$ cat src/core/fbh_pkg.sv
// Shared constants and types for the parallel flash bus host.
// Assumes a single 25 MHz clock; all pin timing is counted in its cycles.
package fbh_pkg;

  // Clock period of mclk in nanoseconds.
  localparam int CLK_PERIOD_NS = 40;

  // Pin widths of the flash bus.
  localparam int LOC_W = 21;
  localparam int BYTE_W = 8;

  // Width of the shared delay counter.
  localparam int CNT_W = 8;

  // Stages of every pin synchroniser.
  localparam int SYNC_CYC = 2;

  // Pin-edge times in nanoseconds; plain defaults, tune to the part fitted.
  localparam int RESET_PULSE_MIN_NS = 500;
  localparam int READ_AFTER_RESET_DELAY_NS = 50;
  localparam int SELECT_ACCESS_TIME_NS = 70;
  localparam int WRITE_PULSE_NS = 50;

  // Least times round up to whole cycles, never below one.
  function automatic int ceil_cyc(input int ns);
    int c;
    c = (ns + CLK_PERIOD_NS - 1) / CLK_PERIOD_NS;
    return (c < 1) ? 1 : c;
  endfunction

  // Derived cycle counts.
  localparam int RP_CYC = ceil_cyc(RESET_PULSE_MIN_NS);
  localparam int RH_CYC = ceil_cyc(READ_AFTER_RESET_DELAY_NS);
  localparam int RD_ACCESS_CYC = ceil_cyc(SELECT_ACCESS_TIME_NS) + SYNC_CYC;
  localparam int WE_PULSE_CYC = ceil_cyc(WRITE_PULSE_NS);

  // Bus sequencer states.
  typedef enum logic [2:0] {
    ST_IDLE = 3'h0,
    ST_RD_WAIT = 3'h1,
    ST_WR_SETUP = 3'h2,
    ST_WR_PULSE = 3'h3,
    ST_WR_HOLD = 3'h4,
    ST_RST_PULSE = 3'h5,
    ST_RST_RECOVER = 3'h6
  } fbh_state_t;

endpackage

$ cat src/core/fbh_delay.sv
// Down-counter that times one pin phase of the flash bus host.
// Assumes the loader only reloads it when the phase starts.
`timescale 1ns/100ps
module fbh_delay #(
  parameter int W = 8,
  parameter int RESET_VALUE = 1
) (
  input wire logic mclk,
  input wire logic resetn,
  input wire logic load,
  input wire logic [W-1:0] loadValue,
  output logic expired
);

  // Refuse a reset count that the counter cannot hold.
  if (RESET_VALUE < 0 || RESET_VALUE >= (1 << W)) begin : g_bad_reset
    $error("fbh_delay reset value does not fit the counter");
  end

  // Remaining cycles of the running phase.
  logic [W-1:0] cnt_r;
  logic [W-1:0] cnt_nxt;

  ////////////////////////////////////////////////////////////////////////
  // Next count: load wins, otherwise count down and rest at zero.
  always_comb begin
    if (load) begin
      cnt_nxt = loadValue;
    end else if (cnt_r != '0) begin
      cnt_nxt = cnt_r - W'(1);
    end else begin
      cnt_nxt = cnt_r;
    end
  end

  // The count restarts at the reset value so a phase begun by reset is timed.
  always_ff @(posedge mclk) begin
    if (!resetn) begin
      cnt_r <= W'(RESET_VALUE);
    end else begin
      cnt_r <= cnt_nxt;
    end
  end

  // Expiry is seen in the cycle the count reaches zero.
  assign expired = (cnt_r == '0);

endmodule

$ cat src/core/fbh_host.sv
// Host-side sequencer that drives an asynchronous 8-bit parallel flash.
// Assumes the flash pins sit outside mclk; every pin input is synchronised.
`timescale 1ns/100ps
module fbh_host (
  input wire logic mclk,
  input wire logic resetn,
  input wire logic reqValid,
  input wire logic reqWrite,
  input wire logic [fbh_pkg::LOC_W-1:0] reqAddr,
  input wire logic [fbh_pkg::BYTE_W-1:0] reqData,
  output logic reqReady,
  input wire logic hwResetReq,
  output logic rspValid,
  output logic [fbh_pkg::BYTE_W-1:0] rspData,
  output logic deviceBusy,
  output logic reissueNeeded,
  output logic flashSelectN,
  output logic outputGateN,
  output logic writeStrobeN,
  output logic hwResetN,
  output logic [fbh_pkg::LOC_W-1:0] locationLines,
  output logic [fbh_pkg::BYTE_W-1:0] byteLinesOut,
  output logic byteLinesDriveN,
  input wire logic [fbh_pkg::BYTE_W-1:0] byteLinesIn,
  input wire logic operationDoneN
);

  // Refuse a reset-pulse or read-access count that the shared counter cannot hold.
  if (fbh_pkg::RP_CYC >= (1 << fbh_pkg::CNT_W) ||
      fbh_pkg::RD_ACCESS_CYC >= (1 << fbh_pkg::CNT_W)) begin : g_bad_cnt
    $error("fbh_host timing count does not fit the counter");
  end

  ////////////////////////////////////////////////////////////////////////
  // Pin synchronisers. The first stages feed only the second stages.
  logic [fbh_pkg::BYTE_W-1:0] byteMeta_r;
  logic [fbh_pkg::BYTE_W-1:0] byteSync_r;
  logic doneMeta_r;
  logic doneSync_r;

  // Two flops per pin; the done line idles high (ready) out of reset.
  always_ff @(posedge mclk) begin
    if (!resetn) begin
      byteMeta_r <= 8'h00;
      byteSync_r <= 8'h00;
      doneMeta_r <= 1'b1;
      doneSync_r <= 1'b1;
    end else begin
      byteMeta_r <= byteLinesIn;
      byteSync_r <= byteMeta_r;
      doneMeta_r <= operationDoneN;
      doneSync_r <= doneMeta_r;
    end
  end

  // Busy while the device reports an embedded operation in progress.
  assign deviceBusy = ~doneSync_r;

  ////////////////////////////////////////////////////////////////////////
  // Sequencer state and pin registers.
  fbh_pkg::fbh_state_t state_r;
  fbh_pkg::fbh_state_t state_nxt;
  logic ceN_r;
  logic ceN_nxt;
  logic oeN_r;
  logic oeN_nxt;
  logic weN_r;
  logic weN_nxt;
  logic rstN_r;
  logic rstN_nxt;
  logic [fbh_pkg::LOC_W-1:0] loc_r;
  logic [fbh_pkg::LOC_W-1:0] loc_nxt;
  logic [fbh_pkg::BYTE_W-1:0] dOut_r;
  logic [fbh_pkg::BYTE_W-1:0] dOut_nxt;
  logic dDriveN_r;
  logic dDriveN_nxt;
  logic [fbh_pkg::BYTE_W-1:0] rspData_r;
  logic [fbh_pkg::BYTE_W-1:0] rspData_nxt;
  logic rspValid_r;
  logic rspValid_nxt;
  logic reissue_r;
  logic reissue_nxt;
  // Phase timer control.
  logic tLoad;
  logic [fbh_pkg::CNT_W-1:0] tValue;
  logic tExpired;

  // One timer serves the read, write-pulse and reset phases; only one phase runs at a time.
  fbh_delay #(
    .W(fbh_pkg::CNT_W),
    .RESET_VALUE(fbh_pkg::RP_CYC)
  ) u_delay (
    .mclk(mclk),
    .resetn(resetn),
    .load(tLoad),
    .loadValue(tValue),
    .expired(tExpired)
  );

  // New requests are taken only from idle and never beside a reset request.
  assign reqReady = (state_r == fbh_pkg::ST_IDLE) && !hwResetReq;

  ////////////////////////////////////////////////////////////////////////
  // Next-state logic of the bus sequencer.
  always_comb begin
    state_nxt = state_r;
    ceN_nxt = ceN_r;
    oeN_nxt = oeN_r;
    weN_nxt = weN_r;
    rstN_nxt = rstN_r;
    loc_nxt = loc_r;
    dOut_nxt = dOut_r;
    dDriveN_nxt = dDriveN_r;
    rspData_nxt = rspData_r;
    rspValid_nxt = 1'b0;
    reissue_nxt = reissue_r;
    tLoad = 1'b0;
    tValue = '0;
    case (state_r)
      fbh_pkg::ST_IDLE: begin
        // Idle leaves select high so the device sits in standby.
        if (hwResetReq) begin
          // A reset that lands on a busy device aborts its work.
          if (deviceBusy) begin
            reissue_nxt = 1'b1;
          end
          rstN_nxt = 1'b0;
          tLoad = 1'b1;
          tValue = fbh_pkg::CNT_W'(fbh_pkg::RP_CYC);
          state_nxt = fbh_pkg::ST_RST_PULSE;
        end else if (reqValid) begin
          loc_nxt = reqAddr;
          ceN_nxt = 1'b0;
          if (reqWrite) begin
            // Strobe stays high one cycle so the address settles first.
            dOut_nxt = reqData;
            dDriveN_nxt = 1'b0;
            reissue_nxt = 1'b0;
            state_nxt = fbh_pkg::ST_WR_SETUP;
          end else begin
            oeN_nxt = 1'b0;
            tLoad = 1'b1;
            tValue = fbh_pkg::CNT_W'(fbh_pkg::RD_ACCESS_CYC);
            state_nxt = fbh_pkg::ST_RD_WAIT;
          end
        end
      end
      fbh_pkg::ST_RD_WAIT: begin
        // Array, identification or status byte: same read timing.
        if (tExpired) begin
          rspData_nxt = byteSync_r;
          rspValid_nxt = 1'b1;
          ceN_nxt = 1'b1;
          oeN_nxt = 1'b1;
          state_nxt = fbh_pkg::ST_IDLE;
        end
      end
      fbh_pkg::ST_WR_SETUP: begin
        weN_nxt = 1'b0;
        tLoad = 1'b1;
        tValue = fbh_pkg::CNT_W'(fbh_pkg::WE_PULSE_CYC);
        state_nxt = fbh_pkg::ST_WR_PULSE;
      end
      fbh_pkg::ST_WR_PULSE: begin
        // Strobe rises before select so the device latches on the strobe.
        if (tExpired) begin
          weN_nxt = 1'b1;
          state_nxt = fbh_pkg::ST_WR_HOLD;
        end
      end
      fbh_pkg::ST_WR_HOLD: begin
        // Data is held one cycle past the strobe edge, then released.
        ceN_nxt = 1'b1;
        dDriveN_nxt = 1'b1;
        rspValid_nxt = 1'b1;
        state_nxt = fbh_pkg::ST_IDLE;
      end
      fbh_pkg::ST_RST_PULSE: begin
        // Every strobe is parked high; the device ignores them anyway.
        ceN_nxt = 1'b1;
        oeN_nxt = 1'b1;
        weN_nxt = 1'b1;
        dDriveN_nxt = 1'b1;
        if (tExpired) begin
          rstN_nxt = 1'b1;
          tLoad = 1'b1;
          tValue = fbh_pkg::CNT_W'(fbh_pkg::RH_CYC);
          state_nxt = fbh_pkg::ST_RST_RECOVER;
        end
      end
      fbh_pkg::ST_RST_RECOVER: begin
        // Wait both the recovery delay and the device's ready indication.
        if (tExpired && doneSync_r) begin
          state_nxt = fbh_pkg::ST_IDLE;
        end
      end
      default: begin
        state_nxt = fbh_pkg::ST_IDLE;
      end
    endcase
  end

  // After our own reset the device is reset too, so it reads the array.
  always_ff @(posedge mclk) begin
    if (!resetn) begin
      state_r <= fbh_pkg::ST_RST_PULSE;
      ceN_r <= 1'b1;
      oeN_r <= 1'b1;
      weN_r <= 1'b1;
      rstN_r <= 1'b0;
      loc_r <= 21'h000000;
      dOut_r <= 8'h00;
      dDriveN_r <= 1'b1;
      rspData_r <= 8'h00;
      rspValid_r <= 1'b0;
      reissue_r <= 1'b0;
    end else begin
      state_r <= state_nxt;
      ceN_r <= ceN_nxt;
      oeN_r <= oeN_nxt;
      weN_r <= weN_nxt;
      rstN_r <= rstN_nxt;
      loc_r <= loc_nxt;
      dOut_r <= dOut_nxt;
      dDriveN_r <= dDriveN_nxt;
      rspData_r <= rspData_nxt;
      rspValid_r <= rspValid_nxt;
      reissue_r <= reissue_nxt;
    end
  end

  // Pins and the user outputs below come straight from flops; reqReady is decoded from state_r and hwResetReq.
  assign flashSelectN = ceN_r;
  assign outputGateN = oeN_r;
  assign writeStrobeN = weN_r;
  assign hwResetN = rstN_r;
  assign locationLines = loc_r;
  assign byteLinesOut = dOut_r;
  assign byteLinesDriveN = dDriveN_r;
  assign rspData = rspData_r;
  assign rspValid = rspValid_r;
  assign reissueNeeded = reissue_r;

  ////////////////////////////////////////////////////////////////////////
  // Checks. Helper counters saturate so long idles do not wrap.
  logic [7:0] selLowCnt_r;
  logic [7:0] sinceRelCnt_r;
  logic [7:0] rstLowCnt_r;

  always_ff @(posedge mclk) begin
    if (!resetn) begin
      selLowCnt_r <= 8'h00;
      sinceRelCnt_r <= 8'h00;
      rstLowCnt_r <= 8'h00;
    end else begin
      selLowCnt_r <= ceN_r ? 8'h00 :
                     (selLowCnt_r == 8'hFF ? 8'hFF : selLowCnt_r + 8'h01);
      sinceRelCnt_r <= !rstN_r ? 8'h00 :
                     (sinceRelCnt_r == 8'hFF ? 8'hFF : sinceRelCnt_r + 8'h01);
      rstLowCnt_r <= rstN_r ? 8'h00 :
                     (rstLowCnt_r == 8'hFF ? 8'hFF : rstLowCnt_r + 8'h01);
    end
  end

  property p_read_levels;
    @(posedge mclk) disable iff (!resetn)
      !oeN_r |-> (!ceN_r && weN_r && rstN_r && dDriveN_r);
  endproperty
  a_read_levels: assert property (p_read_levels)
    else $error("read cycle pin levels wrong");

  property p_write_levels;
    @(posedge mclk) disable iff (!resetn)
      !weN_r |-> (!ceN_r && oeN_r && !dDriveN_r);
  endproperty
  a_write_levels: assert property (p_write_levels)
    else $error("write cycle pin levels wrong");

  property p_access_wait;
    @(posedge mclk) disable iff (!resetn)
      rspValid_r && weN_r && $past(state_r) == fbh_pkg::ST_RD_WAIT
      |-> $past(selLowCnt_r) >= 8'(fbh_pkg::RD_ACCESS_CYC);
  endproperty
  a_access_wait: assert property (p_access_wait)
    else $error("read data taken before select access time");

  property p_recovery;
    @(posedge mclk) disable iff (!resetn)
      $fell(oeN_r) |-> sinceRelCnt_r > 8'(fbh_pkg::RH_CYC);
  endproperty
  a_recovery: assert property (p_recovery)
    else $error("read began inside reset recovery");

  property p_reset_width;
    @(posedge mclk) disable iff (!resetn)
      $rose(rstN_r) |-> $past(rstLowCnt_r) >= 8'(fbh_pkg::RP_CYC);
  endproperty
  a_reset_width: assert property (p_reset_width)
    else $error("reset pulse shorter than minimum");

  property p_reissue;
    @(posedge mclk) disable iff (!resetn)
      (state_r == fbh_pkg::ST_IDLE && hwResetReq && deviceBusy)
      |=> reissue_r ##1 !rstN_r;
  endproperty
  a_reissue: assert property (p_reissue)
    else $error("aborted operation not flagged for reissue");

  property p_reset_strobes;
    @(posedge mclk) disable iff (!resetn)
      !rstN_r |-> (ceN_r && oeN_r && weN_r && dDriveN_r)[*2];
  endproperty
  a_reset_strobes: assert property (p_reset_strobes)
    else $error("strobes active while device reset held");

endmodule

$ cat config.mk
export PLATFORM = sky130hd
export DESIGN_NAME = fbh_host
export DESIGN_NICKNAME = d
export VERILOG_FILES = /design/src/core/fbh_pkg.sv /design/src/core/fbh_delay.sv /design/src/core/fbh_host.sv
export SDC_FILE = /design/constraint.sdc
export NUM_CORES = 1
export LEC_CHECK = 0
export BUFFER_PORTS_ARGS = -buffer_cell sky130_fd_sc_hd__clkbuf_2
export CORE_MARGIN = 3
export CORE_UTILIZATION = 35
export CTS_CLUSTER_DIAMETER = 200
export DETAILED_ROUTE_END_ITERATION = 7
export PLACE_DENSITY = 0.57
export REMOVE_ABC_BUFFERS = 1
export SLEW_MARGIN = 20
export SYNTH_ARGS = -nofsm -noshare
export SYNTH_HDL_FRONTEND = slang
export SYNTH_HIERARCHICAL = 1
export SYNTH_SLANG_ARGS = --single-unit
export TNS_END_PERCENT = 5
$ cat constraint.sdc
create_clock -name mclk -period 2.56 [get_ports mclk]
set_input_delay 0.256 -clock mclk [delete_from_list [all_inputs] [get_ports mclk]]
set_output_delay 0.256 -clock mclk [all_outputs]
set_load 0.05 [all_outputs]
-- Word-level counts from Yosys, hierarchy flattened
Cells that the tools add are included.
- bits in latches: 0
- memories: 0
- flip-flop bits (word level): 73
- output and inout port bits: 46
- memory bits (read-only): 0
- word-level logic and storage cells: 99
- bits in writable memories: 0
- input port bits: 43
- $add $sub $neg: 1
- reductions and logical operators: 25
- multiply operators: 0
- $lt $le $gt $ge: 0
- shifts and indexed selects: 0
- muxes and demuxes: 38
- equality and inequality tests: 17
- bitwise logic cells: 2
- divide/modulo/power cells: 0
- operators with widths (operator ; count):
    $mux W3 ; 8
    $ne A2 B2 Y1 const B ; 10
    $pmux W3 S6 ; 1
    $mux W1 ; 16
    $mux W8 ; 2
    $reduce_and A4 Y1 ; 4
    $pmux W1 S3 ; 4
    $pmux W4 S3 ; 1
    $reduce_and A5 Y1 ; 2
    $reduce_bool A2 Y1 ; 5
    $eq A3 B3 Y1 const B ; 3
    $reduce_bool A3 Y1 ; 3
    $logic_not A8 Y1 ; 1
    $reduce_bool A8 Y1 ; 1
    $sub A8 B1 Y8 const B ; 1
    $eq A3 B2 Y1 const B ; 2
    $pmux W1 S2 ; 3
    $reduce_and A3 Y1 ; 2
    $mux W2 ; 2
    $mux W4 ; 1
    $reduce_and A2 Y1 ; 2
    $eq A3 B1 Y1 const B ; 1
    $logic_not A3 Y1 ; 1
    $ne A3 B3 Y1 const B ; 1
    4 further kinds ; 6

-- Depth between registers and ports, before layout
Gate-level depths: netlist of run 1.
- depth in word-level cells: 5
- depth in mapped cells: 10
- depth with buffers taken out: 9

-- By module
The synthesis of run 1 kept the hierarchy.
- modules (own cells, without submodules) (module ; seq. area each (sq um) ; instances ; cells an instance ; area an instance (sq um)):
    fbh_host ; 1301.2 ; 1 ; 264 ; 2558.7
    fbh_delay ; 160.2 ; 1 ; 59 ; 480.5

-- Worst setup path before layout of run 1
Ideal clock, no wire load.
- kind: register to register
- from: reg u_delay.cnt_r[0]
- to: reg u_delay.cnt_r[5]
- required time: 2440 ps
- clock period less this slack: 2471 ps
- path slack: 89 ps
- cell stages (with the launch flop): 11
- setup time: 120 ps
- path buffers: 1
- arrival time: 2351 ps
- path through: dfxtp_1 > inv_1 > ha_1 > or4b_4 > nor2_1 > and4b_1 > o21bai_1 > clkbuf_1 > nand2b_1 > a21oi_1 > a2bb2oi_1
- longest elaborated chain between the ends: 4
- elaborated cells between the ends (all ways): 8
- classes of those cells: add/sub (1); mux (4); reduce/logical (3)
- ends and longest elaborated chain (element ; RTL line ; text):
    from (decl) ; fbh_delay.sv:21 ; logic [W-1:0] cnt_r;
    from (signal assigned) ; fbh_delay.sv:39 ; cnt_r <= W'(RESET_VALUE);
    from (signal assigned) ; fbh_delay.sv:41 ; cnt_r <= cnt_nxt;
    $logic_not A8 Y1 * ; fbh_delay.sv:46 ; assign expired = (cnt_r == '0);
    via tExpired ; fbh_host.sv:86 ; logic tExpired;
    $mux W1 * ; fbh_host.sv:184 ; if (tExpired) begin
    $pmux W1 S3 * ; fbh_host.sv:119 ; case (state_r)
    via tLoad ; fbh_host.sv:84 ; logic tLoad;
    $mux W8 or $reduce_bool A2 Y1 (tied branches) ; - ;
The timed path passes the listed nets; every way through them passes the cells marked *. The select of a mux whose other input is x is not followed.
A chain may end at the register's enable or synchronous reset.

-- Final worst setup path of run 1
Same ends and word-level chain as after synthesis.

==> metrics.yaml, run 1 <==
floorplanning:
  die_area_mm2: 0.00984
  ios: 89
  core_area_mm2: 0.00834
  die-height_um: 99.2
  num_rows: 33
  start_util_pct: 36.4
  fp.dieW_um: 99.2
global_routing:
  globalRouteOverflowTotal: 0
  track_usage_pct: 14.3
  grt_pass1_wl_mm: 11.4
  grt_max_degree: 47
  grt_pass1_vias: 2379
  antenna_found_initial: 0
synth:
  async_reset_ff_share_pct: 0
  ys_types: 47
  synth_compound_area_share_pct: 19.0
  synth_seq_area_share_pct: 48.1
  yosys-top-cells-area: "dfxtp_1 (48%), o21a_1 (5.7%), mux2i_1 (5.3%)"
  syn_avg_cell_area_um2: 9.41
  ys.flop_type: "dfxtp_1"
  synth_seq_cells: 73
  synthAdderAreaFrac_pct: 0.412
  muxShareOfSynthArea_pct: 5.27
  yosys_warnings: 6
  ys_top_cells_by_count: "dfxtp_1 (73), nand2_1 (25), and3_1 (23), o21a_1 (23), a21boi_0 (19)"
  yosys.area_share.xor_xnor_pct: 0.288
  synth_top_cell_by_area: "dfxtp_1"
  synth_cells: 323
  synth_most_common_cell: "dfxtp_1"
  syn-cell-area_mm2: 0.00304
  yosysTopAreaCellShare_pct: 48.1
  synth-simple-area-share_pct: 21.7
  synth_top_family_by_area: "simple AND/OR/NAND/NOR gates"
  synth_edf_count: 0
drt:
  first_iter_violations: 65
  drcViolationCount: 0
  drtPass1Iterations: 4
  wl_mm: 6.80
  wl_per_cell_um: 13.1
  dr_total_vias: 2526
  viasPerCell: 4.87
  ant_nets: 0
clock_network:
  path_clk_slew_ns: 0.09
  clkLatencyLatePin_ns: 0.34
  cts_hold_buf: 0
  postCtsSetupBuffers: 0
  cts_tree: "done"
  cts_max_path_buffers: 2
  cts_max_level: 3
  cts_inserted_buffers: 9
  cts-root-buf: "clkbuf_8"
  cts_sinks: 73
pwr:
  power_mw: 2.12
  leakage_nw: 1.70
  power_density_mw_per_mm2: 563
  peakVddDrop_mv: 0.262
worst_setup_path:
  cp_cell_sequence: "inv_1 -> ha_1 -> or4b_4 -> nor2_2 -> and4b_1 -> o21bai_1 -> nand2b_2 -> a21oi_1 -> a2bb2oi_1"
  timing.setup.critical_path_class: "flip-flop to flip-flop"
  crit_path_max_incr_delay_ns: 0.51
  cp_slowest_cell: "or4b_4"
  path_delay_family: "simple AND/OR/NAND/NOR gates"
  worstSetupStartpointType: "flip-flop"
  timing.critical_path.buf_inv: 1
  worstPathMaxFanout: 6
  endpoint_kind: "flip-flop"
  cp.required_ns: 2.80
  worstPathArrival_ns: 2.59
placed_design:
  placed_cells_incl_taps: 503
  pre_cts_ws_ns: 0.123
  dp_hpwl_mm: 4.82
  gp_congestion: 0.813
  placed_area_mm2: 0.00357
  port_buffers: 88
final_layout:
  num-fill-cells: 856
  multi_input_area_mm2: 0.00145
  drive_above_1_share_pct: 29.2
  seqCellArea_mm2: 0.00146
  area_delta_synth_final_pct: 23.9
  final_cells: 519
  final_nets: 453
  fin_util_pct: 45.1
  diodes: 0
  design_area_mm2: 0.00376
timing:
  max_freq_mhz: 426
  finClkSkew_ns: 0.0130
  period_needed_ns: 2.35
  layout_worst_path_cycle_share_pct: 91.7
  tns_ns: 0
  finalMaxSlewViolations: 0
  whs_ns: 0.103
  hold_viol: 0
  max_slew.worst_pin.slew_ns: 0.770
  setup_ws_ns: 0.213
  setup_viol: 0
  relSlewSlack_pct: 47.9
  rsz0062_at_grt: "false"
run:
  drv_cap: 0
status:
  status: "completed"
min_path:
  hp-class: "input port to flip-flop"
[sequential cells by signal, indices dropped and copies added, names as in the netlist]
| register | count |
|---|---|
| rspValid | 1 |
| state_r | 3 |
| byteLinesDriveN | 1 |
| flashSelectN | 1 |
| reissueNeeded | 1 |
| byteSync_r | 8 |
| rspData | 8 |
| byteMeta_r | 8 |
| byteLinesOut | 8 |
| u_delay/cnt_r | 8 |
| hwResetN | 1 |
| doneMeta_r | 1 |
| writeStrobeN | 1 |
| locationLines | 21 |
| doneSync_r | 1 |
| outputGateN | 1 |
[logic make-up after synthesis]
kind of cell | Yosys count
other cells | 1
simple gates | 115
buf+inv | 34
flops | 73
mux | 16
fa+ha+maj | 1
compound gates | 82
xor+xnor | 1
[final timing paths]
path	cells past startpoint	from	endpoint	slack (ns)
worst max-delay path	9	u_delay/cnt_r[0]	u_delay/cnt_r[5]	0.21
worst min-delay path	2	operationDoneN	doneMeta_r	0.10
worst max register to register	9	u_delay/cnt_r[0]	u_delay/cnt_r[5]	0.21
worst min register to register	1	doneMeta_r	doneSync_r	0.41
[placed cells by master (no fill, tap or decap), types with 10 or more instances in the layout]
cell | synthesis | final
o21a_1 | 23 | 23
a21boi_0 | 19 | 19
o21ai_0 | 10 | 10
and2_1 | 17 | 17
nor2_1 | 12 | 11
nand2_1 | 25 | 25
clkbuf_2 | 2 | 88
mux2i_1 | 16 | 16
dfxtp_1 | 73 | 73
and3_1 | 23 | 23
[area by class of cell]
cell class                 count  area share [%]
tap                          105            3.49
multi-input combinational    219            38.4
clock buffer                   9            3.29
timing repair buffer          97            13.5
inverter                       9           0.897
sequential                    73            38.8
clock inverter                 7            1.63
[report_power, final]
| group | switching, mW | leakage [nW] | total (mW) | internal [mW] |
|---|---|---|---|---|
| clock | 0.462 | 0.0888 | 0.832 | 0.370 |
| sequential | 0.0132 | 0.593 | 1.17 | 1.16 |
| combinational | 0.0637 | 1.02 | 0.117 | 0.0537 |
[worst register-to-register path, stage by stage, from the launching register on]
cell and delay [ns]:
dfxtp_1 0.33, inv_1 0.08, ha_1 0.21, or4b_4 0.51, nor2_2 0.23, and4b_1 0.29
o21bai_1 0.17, nand2b_2 0.21, a21oi_1 0.06, a2bb2oi_1 0.16
[timing repair]
item / CTS / global route
endpoints found under the hold margin: 0 / 0
setup endpoints to repair: 0 / 10
resized for setup: 0 / 2
[metal layers]
| layer | track usage (%) | vias to the layer above | routed length, µm |
|---|---|---|---|
| met5 | 0 | - | 0 |
| met4 | 5.46 | 0 | 80 |
| met3 | 6.38 | 7 | 593 |
| met2 | 21.2 | 70 | 2940 |
| met1 | 18.1 | 1151 | 3190 |
| li1 | - | 1298 | - |
Power figures use the tool's default switching activity.
==> inputs of run 2 (changes only) <==
- ABC_CLOCK_PERIOD_IN_PS: default -> 2560
- CORE_ASPECT_RATIO: default -> 0.6
- CORE_UTILIZATION: 35 -> 46
- PLACE_DENSITY: 0.57 -> 0.72
==> run 2 against run 1 <==
Compared with the run above: sequential power about the same; combinational power about the same; critical endpoint is now u_delay/cnt_r[7]; sequential cell count unchanged; clock-buffer cell count up 2; largest cell class unchanged; clock skew down 0.0035 ns; sequential share of layout area up 0.26 points; global-route usage up 4.5 points; cell area down 0.66%; cell count down 4.2%; first-iteration DRC count up 110%; core utilization up 15 points; hold slack worse by 0.0060 ns.
==> metrics.yaml, run 2 (synthesis gave the netlist of run 1 again) <==
status:
  status: "completed"  # unchanged
global_routing:
  globalRouteOverflowTotal: 0  # unchanged
  grt_pass1_vias: 2378  # was 2379
  antenna_found_initial: 0  # unchanged
  grt_pass1_wl_mm: 11.3  # was 11.4 mm
  track_usage_pct: 18.8  # was 14.3%
  grt_max_degree: 47  # unchanged
drt:
  dr_total_vias: 2537  # was 2526
  drtPass1Iterations: 4  # unchanged
  wl_per_cell_um: 13.5  # was 13.1 µm
  ant_nets: 0  # unchanged
  first_iter_violations: 139  # was 65
  viasPerCell: 5.10  # was 4.87
  drcViolationCount: 0  # unchanged
  wl_mm: 6.72  # was 6.80 mm
worst_setup_path:
  rr_startpoint: "u_delay/cnt_r[0]"  # unchanged
  timing.setup.critical_path_class: "flip-flop to flip-flop"  # unchanged
  worstPathArrival_ns: 2.61  # was 2.59 ns
  crit_end: "u_delay/cnt_r[7]"  # was u_delay/cnt_r[5]
  worstPathMaxFanout: 6  # unchanged
  cp.required_ns: 2.78  # was 2.80 ns
  endpoint_kind: "flip-flop"  # unchanged
  worstSetupStartpointType: "flip-flop"  # unchanged
  cp-startpoint: "u_delay/cnt_r[0]"  # unchanged
  rrSetupSlack_ns: 0.18  # was 0.21 ns
  ff2ff_path_depth: 9  # unchanged
  r2r_end: "u_delay/cnt_r[7]"  # was u_delay/cnt_r[5]
placed_design:
  dp_hpwl_mm: 4.81  # was 4.82 mm
  placed_cells_incl_taps: 481  # was 503
  gp_congestion: 0.900  # was 0.813
  port_buffers: 88  # unchanged
  pre_cts_ws_ns: 0.152  # was 0.123 ns
floorplanning:
  num_rows: 22  # was 33
  core_area_mm2: 0.00625  # was 0.00834 mm²
  start_util_pct: 48.6  # was 36.4%
  die-height_um: 69.0  # was 99.2 µm
  die_area_mm2: 0.00765  # was 0.00984 mm²
  fp.dieW_um: 111  # was 99.2 µm
  ios: 89  # unchanged
final_layout:
  diodes: 0  # unchanged
  fin_util_pct: 59.9  # was 45.1%
  largest_reg_flops: 21  # unchanged
  drive_above_1_share_pct: 28.6  # was 29.2%
  final_nets: 452  # was 453
  area_delta_synth_final_pct: 23.1  # was 23.9%
  layout_commonest_cell: "clkbuf_2"  # unchanged
  num-fill-cells: 554  # was 856
  final_cells: 497  # was 519
  final_cell_mix: "clkbuf_2 (88), dfxtp_1 (73), nand2_1 (25)"  # unchanged
clock_network:
  cts-root-buf: "clkbuf_8"  # unchanged
  path_clk_slew_ns: 0.08  # was 0.09 ns
  cts_sinks: 73  # unchanged
  cts_max_path_buffers: 2  # unchanged
  cts_tree: "done"  # unchanged
  clkLatencyLatePin_ns: 0.34  # about the same
  cts_inserted_buffers: 9  # unchanged
  cts_max_level: 3  # unchanged
timing:
  hold_viol: 0  # unchanged
  relSlewSlack_pct: 42.8  # was 47.9%
  max_slew.worst_pin.slew_ns: 0.847  # was 0.770 ns
  tns_ns: 0  # unchanged
  period_needed_ns: 2.38  # was 2.35 ns
  setup_viol: 0  # unchanged
  finClkSkew_ns: 0.00951  # was 0.0130 ns
  max_freq_mhz: 420  # was 426 MHz
  layout_worst_path_cycle_share_pct: 93.0  # was 91.7%
  setup_ws_ns: 0.179  # was 0.213 ns
  rsz0062_at_grt: "false"  # unchanged
  whs_ns: 0.0972  # was 0.103 ns
  finalMaxSlewViolations: 0  # unchanged
pwr:
  leakage_nw: 1.70  # about the same
  power_density_mw_per_mm2: 582  # was 563 mW/mm²
  peakVddDrop_mv: 0.301  # was 0.262 mV
min_path:
  hp-class: "input port to flip-flop"  # unchanged
run:
  drv_cap: 0  # unchanged
[run 2: cell types whose count changed in the layout (fill, tap and decap cells not counted)]
| cell | change |
|---|---|
| nand2b_2 | -1 |
| nand2b_1 | +1 |
| clkinv_4 | -1 |
| inv_8 | -1 |
| clkbuf_1 | +1 |
| clkbuf_8 | +1 |
| bufinv_16 | +1 |
| clkinv_2 | +2 |
| buf_4 | -1 |
| inv_6 | -3 |
[run 2: final cells by class]
| cell class | count | area (µm²) | area share (%) |
|---|---|---|---|
| Clock buffer | 11 | 141 | 3.78 |
| Clock inverter | 5 | 55.1 | 1.47 |
| Inverter | 9 | 33.8 | 0.903 |
| Multi-Input combinational cell | 219 | 1440 | 38.6 |
| Sequential cell | 73 | 1460 | 39.1 |
| Tap cell | 84 | 105 | 2.81 |
| Timing Repair Buffer | 96 | 500 | 13.4 |
[run 2: critical path: stages (launching register included)]
cell and delay [ns]:
dfxtp_1 0.33, inv_1 0.08, ha_1 0.21, or4b_4 0.52, nor2_2 0.22, and4b_1 0.24
o21bai_1 0.20, nand2b_1 0.24, or3_1 0.14, o211ai_1 0.07
[run 2: what timing repair did]
item / CTS / global route
resized for setup: 0 / 1
setup endpoints to repair: 0 / 6
hold buffers: 0 / 0
buffers inserted: 0 / 0
[run 2: stage by stage]
step | area [µm²] | total power, mW
final | 3740 | 2.18
after global routing | 3740 | 2.28
after CTS | 3740 | 2.21
after detailed placement | 3540 | 1.31
after global placement | 3540 | 1.31
after floorplan | 2930 | 1.24
[run 2: worst min path at each step]
stage | from | endpoint | slack [ns] | cells after the start
final | operationDoneN | doneMeta_r | 0.1 | 2
after global routing | operationDoneN | doneMeta_r | 0.09 | 2
after CTS | operationDoneN | doneMeta_r | 0.08 | 2
after detailed placement | doneMeta_r | doneSync_r | 0.40 | 1
after global placement | doneMeta_r | doneSync_r | 0.39 | 1
after floorplan | resetn | flashSelectN | 0.33 | 1
[run 2: power by group]
| part | internal [mW] | switching, mW |
|---|---|---|
| combinational | 0.0527 | 0.0638 |
| sequential | 1.16 | 0.0136 |
| clock | 0.474 | 0.418 |
[run 2: layer usage]
metal	global-route usage [%]	routed length [µm]	vias up
li1	-	-	1295
met1	23.1	3140	1149
met2	27.6	2710	83
met3	10.1	755	10
met4	7.83	108	0
met5	0	0	-
==> inputs of run 3 (changes only) <==
- CELL_PAD_IN_SITES_DETAIL_PLACEMENT: default -> 1
- CELL_PAD_IN_SITES_GLOBAL_PLACEMENT: default -> 1
- CORE_UTILIZATION: 46 -> 34
- PLACE_DENSITY: 0.72 -> 0.71
==> run 3 against run 2 <==
Compared with the run above: clock power is 39% higher; clock-buffer cell count is 1 lower; largest power group is now the clock network; first-iteration DRC count is 21% lower; clock skew is 0.0050 ns lower; sequential share of layout area is 1.3 points lower; non-clock buffer count stayed put; wire length is 19% higher; cell count is 5.6% higher; setup slack worse by 0.00085 ns; core utilization is 15 points lower; critical path type unchanged; combinational power hardly changed; sequential power hardly changed.
==> metrics.yaml, run 3 (synthesis gave the netlist of run 1 again) <==
status:
  status: "completed"  # unchanged
global_routing:
  grt_pass1_wl_mm: 13.2  # was 11.3 mm
  track_usage_pct: 16.7  # was 18.8%
  antenna_found_initial: 0  # unchanged
  globalRouteOverflowTotal: 0  # unchanged
  grt_pass1_vias: 2663  # was 2378
  grt_max_degree: 48  # was 47
pwr:
  power_density_mw_per_mm2: 654  # was 582 mW/mm²
  leakage_nw: 1.75  # was 1.70 nW
  peakVddDrop_mv: 0.339  # was 0.301 mV
  power_mw: 2.53  # was 2.18 mW
worst_setup_path:
  worstPathArrival_ns: 2.60  # was 2.61 ns
  rrSetupSlack_ns: 0.18  # about the same
  timing.critical_path.buf_inv: 2  # was 1
  path_delay_family: "simple AND/OR/NAND/NOR gates"  # unchanged
  worstPathMaxFanout: 8  # was 6
  worstSetupStartpointType: "flip-flop"  # unchanged
  crit_path_max_incr_delay_ns: 0.50  # was 0.52 ns
  cp_cell_sequence: "inv_1 -> ha_1 -> or4b_4 -> nor2_1 -> and4b_1 -> o21bai_1 -> buf_4 -> nand2_1 -> o32a_1"  # was inv_1 -> ha_1 -> or4b_4 -> nor2_2 -> and4b_1 -> o21bai_1 -> nand2b_1 -> or3_1 -> o211ai_1
  cp_slowest_cell: "or4b_4"  # unchanged
  timing.setup.critical_path_class: "flip-flop to flip-flop"  # unchanged
  cp.required_ns: 2.78  # about the same
  endpoint_kind: "flip-flop"  # unchanged
clock_network:
  cts_inserted_buffers: 9  # unchanged
  clkLatencyLatePin_ns: 0.33  # was 0.34 ns
  path_clk_slew_ns: 0.06  # was 0.08 ns
  cts_tree: "done"  # unchanged
  cts-root-buf: "clkbuf_16"  # was clkbuf_8
  postCtsSetupBuffers: 0  # unchanged
  cts_sinks: 73  # unchanged
  cts_max_level: 3  # unchanged
  post_cts_resized: 0  # unchanged
  cts_hold_buf: 0  # unchanged
  cts_max_path_buffers: 2  # unchanged
placed_design:
  port_buffers: 88  # unchanged
  placed_cells_incl_taps: 509  # was 481
  placed_area_mm2: 0.00358  # was 0.00354 mm²
  gp_congestion: 0.886  # was 0.900
  dp_hpwl_mm: 5.81  # was 4.81 mm
timing:
  hold_viol: 0  # unchanged
  max_freq_mhz: 420  # about the same
  period_needed_ns: 2.38  # about the same
  setup_viol: 0  # unchanged
  finalMaxSlewViolations: 0  # unchanged
  finClkSkew_ns: 0.00454  # was 0.00951 ns
  rsz0062_at_grt: "false"  # unchanged
  layout_worst_path_cycle_share_pct: 93.0  # about the same
  relSlewSlack_pct: 44.3  # was 42.8%
  max_slew.worst_pin.slew_ns: 0.824  # was 0.847 ns
  tns_ns: 0  # unchanged
floorplanning:
  ios: 89  # unchanged
  fp.dieW_um: 128  # was 111 µm
  core_area_mm2: 0.00859  # was 0.00625 mm²
  die-height_um: 79.2  # was 69.0 µm
  die_area_mm2: 0.0101  # was 0.00765 mm²
  num_rows: 26  # was 22
  start_util_pct: 35.4  # was 48.6%
drt:
  wl_per_cell_um: 15.3  # was 13.5 µm
  dr_total_vias: 2613  # was 2537
  viasPerCell: 4.98  # was 5.10
  drcViolationCount: 0  # unchanged
  drtPass1Iterations: 4  # unchanged
  wl_mm: 8.01  # was 6.72 mm
  first_iter_violations: 110  # was 139
  ant_nets: 0  # unchanged
final_layout:
  diodes: 0  # unchanged
  final_nets: 452  # unchanged
  final_cell_mix: "clkbuf_2 (88), dfxtp_1 (73), nand2_1 (25)"  # unchanged
  area_delta_synth_final_pct: 27.4  # was 23.1%
  final_cells: 525  # was 497
  drive_above_1_share_pct: 28.6  # unchanged
  largest_reg_flops: 21  # unchanged
  design_area_mm2: 0.00387  # was 0.00374 mm²
  layout_commonest_cell: "clkbuf_2"  # unchanged
min_path:
  hp-class: "input port to flip-flop"  # unchanged
run:
  drv_cap: 0  # unchanged
==> run 3: worst reg2reg max path, delay by kind of cell (launching register included) <==
family / cells / cell delay, ns
buffers and inverters: 2 / 0.28
AND/OR/NAND/NOR: 4 / 1.07
adder cells (fa/ha/maj): 1 / 0.20
flip-flops: 1 / 0.32
AO/OA/AOI/OAI: 2 / 0.39
==> run 3: final timing paths <==
path,from,endpoint,cells past startpoint
worst max-delay path,u_delay/cnt_r[0],u_delay/cnt_r[2],9
worst min-delay path,operationDoneN,doneMeta_r,2
worst max register to register,u_delay/cnt_r[0],u_delay/cnt_r[2],9
worst min register to register,doneMeta_r,doneSync_r,1
==> run 3: area by class of cell <==
| type | count | area (µm²) |
|---|---|---|
| Sequential cell | 73 | 1460 |
| Timing Repair Buffer | 96 | 500 |
| Tap cell | 112 | 140 |
| Clock inverter | 6 | 57.6 |
| Clock buffer | 10 | 239 |
| Inverter | 9 | 33.8 |
| Fill cell | 1030 | 4720 |
| Multi-Input combinational cell | 219 | 1440 |
==> run 3: through the flow <==
stage          hold slack (ns)  worst slack [ns]  utilization (%)
2_1_floorplan            0.327            -0.497                -
3_3_place_gp             0.392             0.353             41.6
3_5_place_dp             0.394             0.226             41.6
4_1_cts                 0.0881             0.203             45.1
5_1_grt                 0.0978            0.0181             45.1
6_report                 0.105             0.178             45.1
==> run 3: routing by layer <==
layer  wire length, µm  GRT usage, %  part of all wire, %
met1              3800          20.9                   47
met2              3310          24.4                   41
met3               789          8.94                  9.8
met4               110          5.93                  1.4
met5                 0             0                    0
==> run 3: where the power goes <==
group          total, mW  leakage, nW  internal (mW)  switching (mW)
sequential          1.17        0.593           1.16          0.0144
clock               1.24        0.148          0.773           0.468
combinational      0.119         1.01         0.0527          0.0666
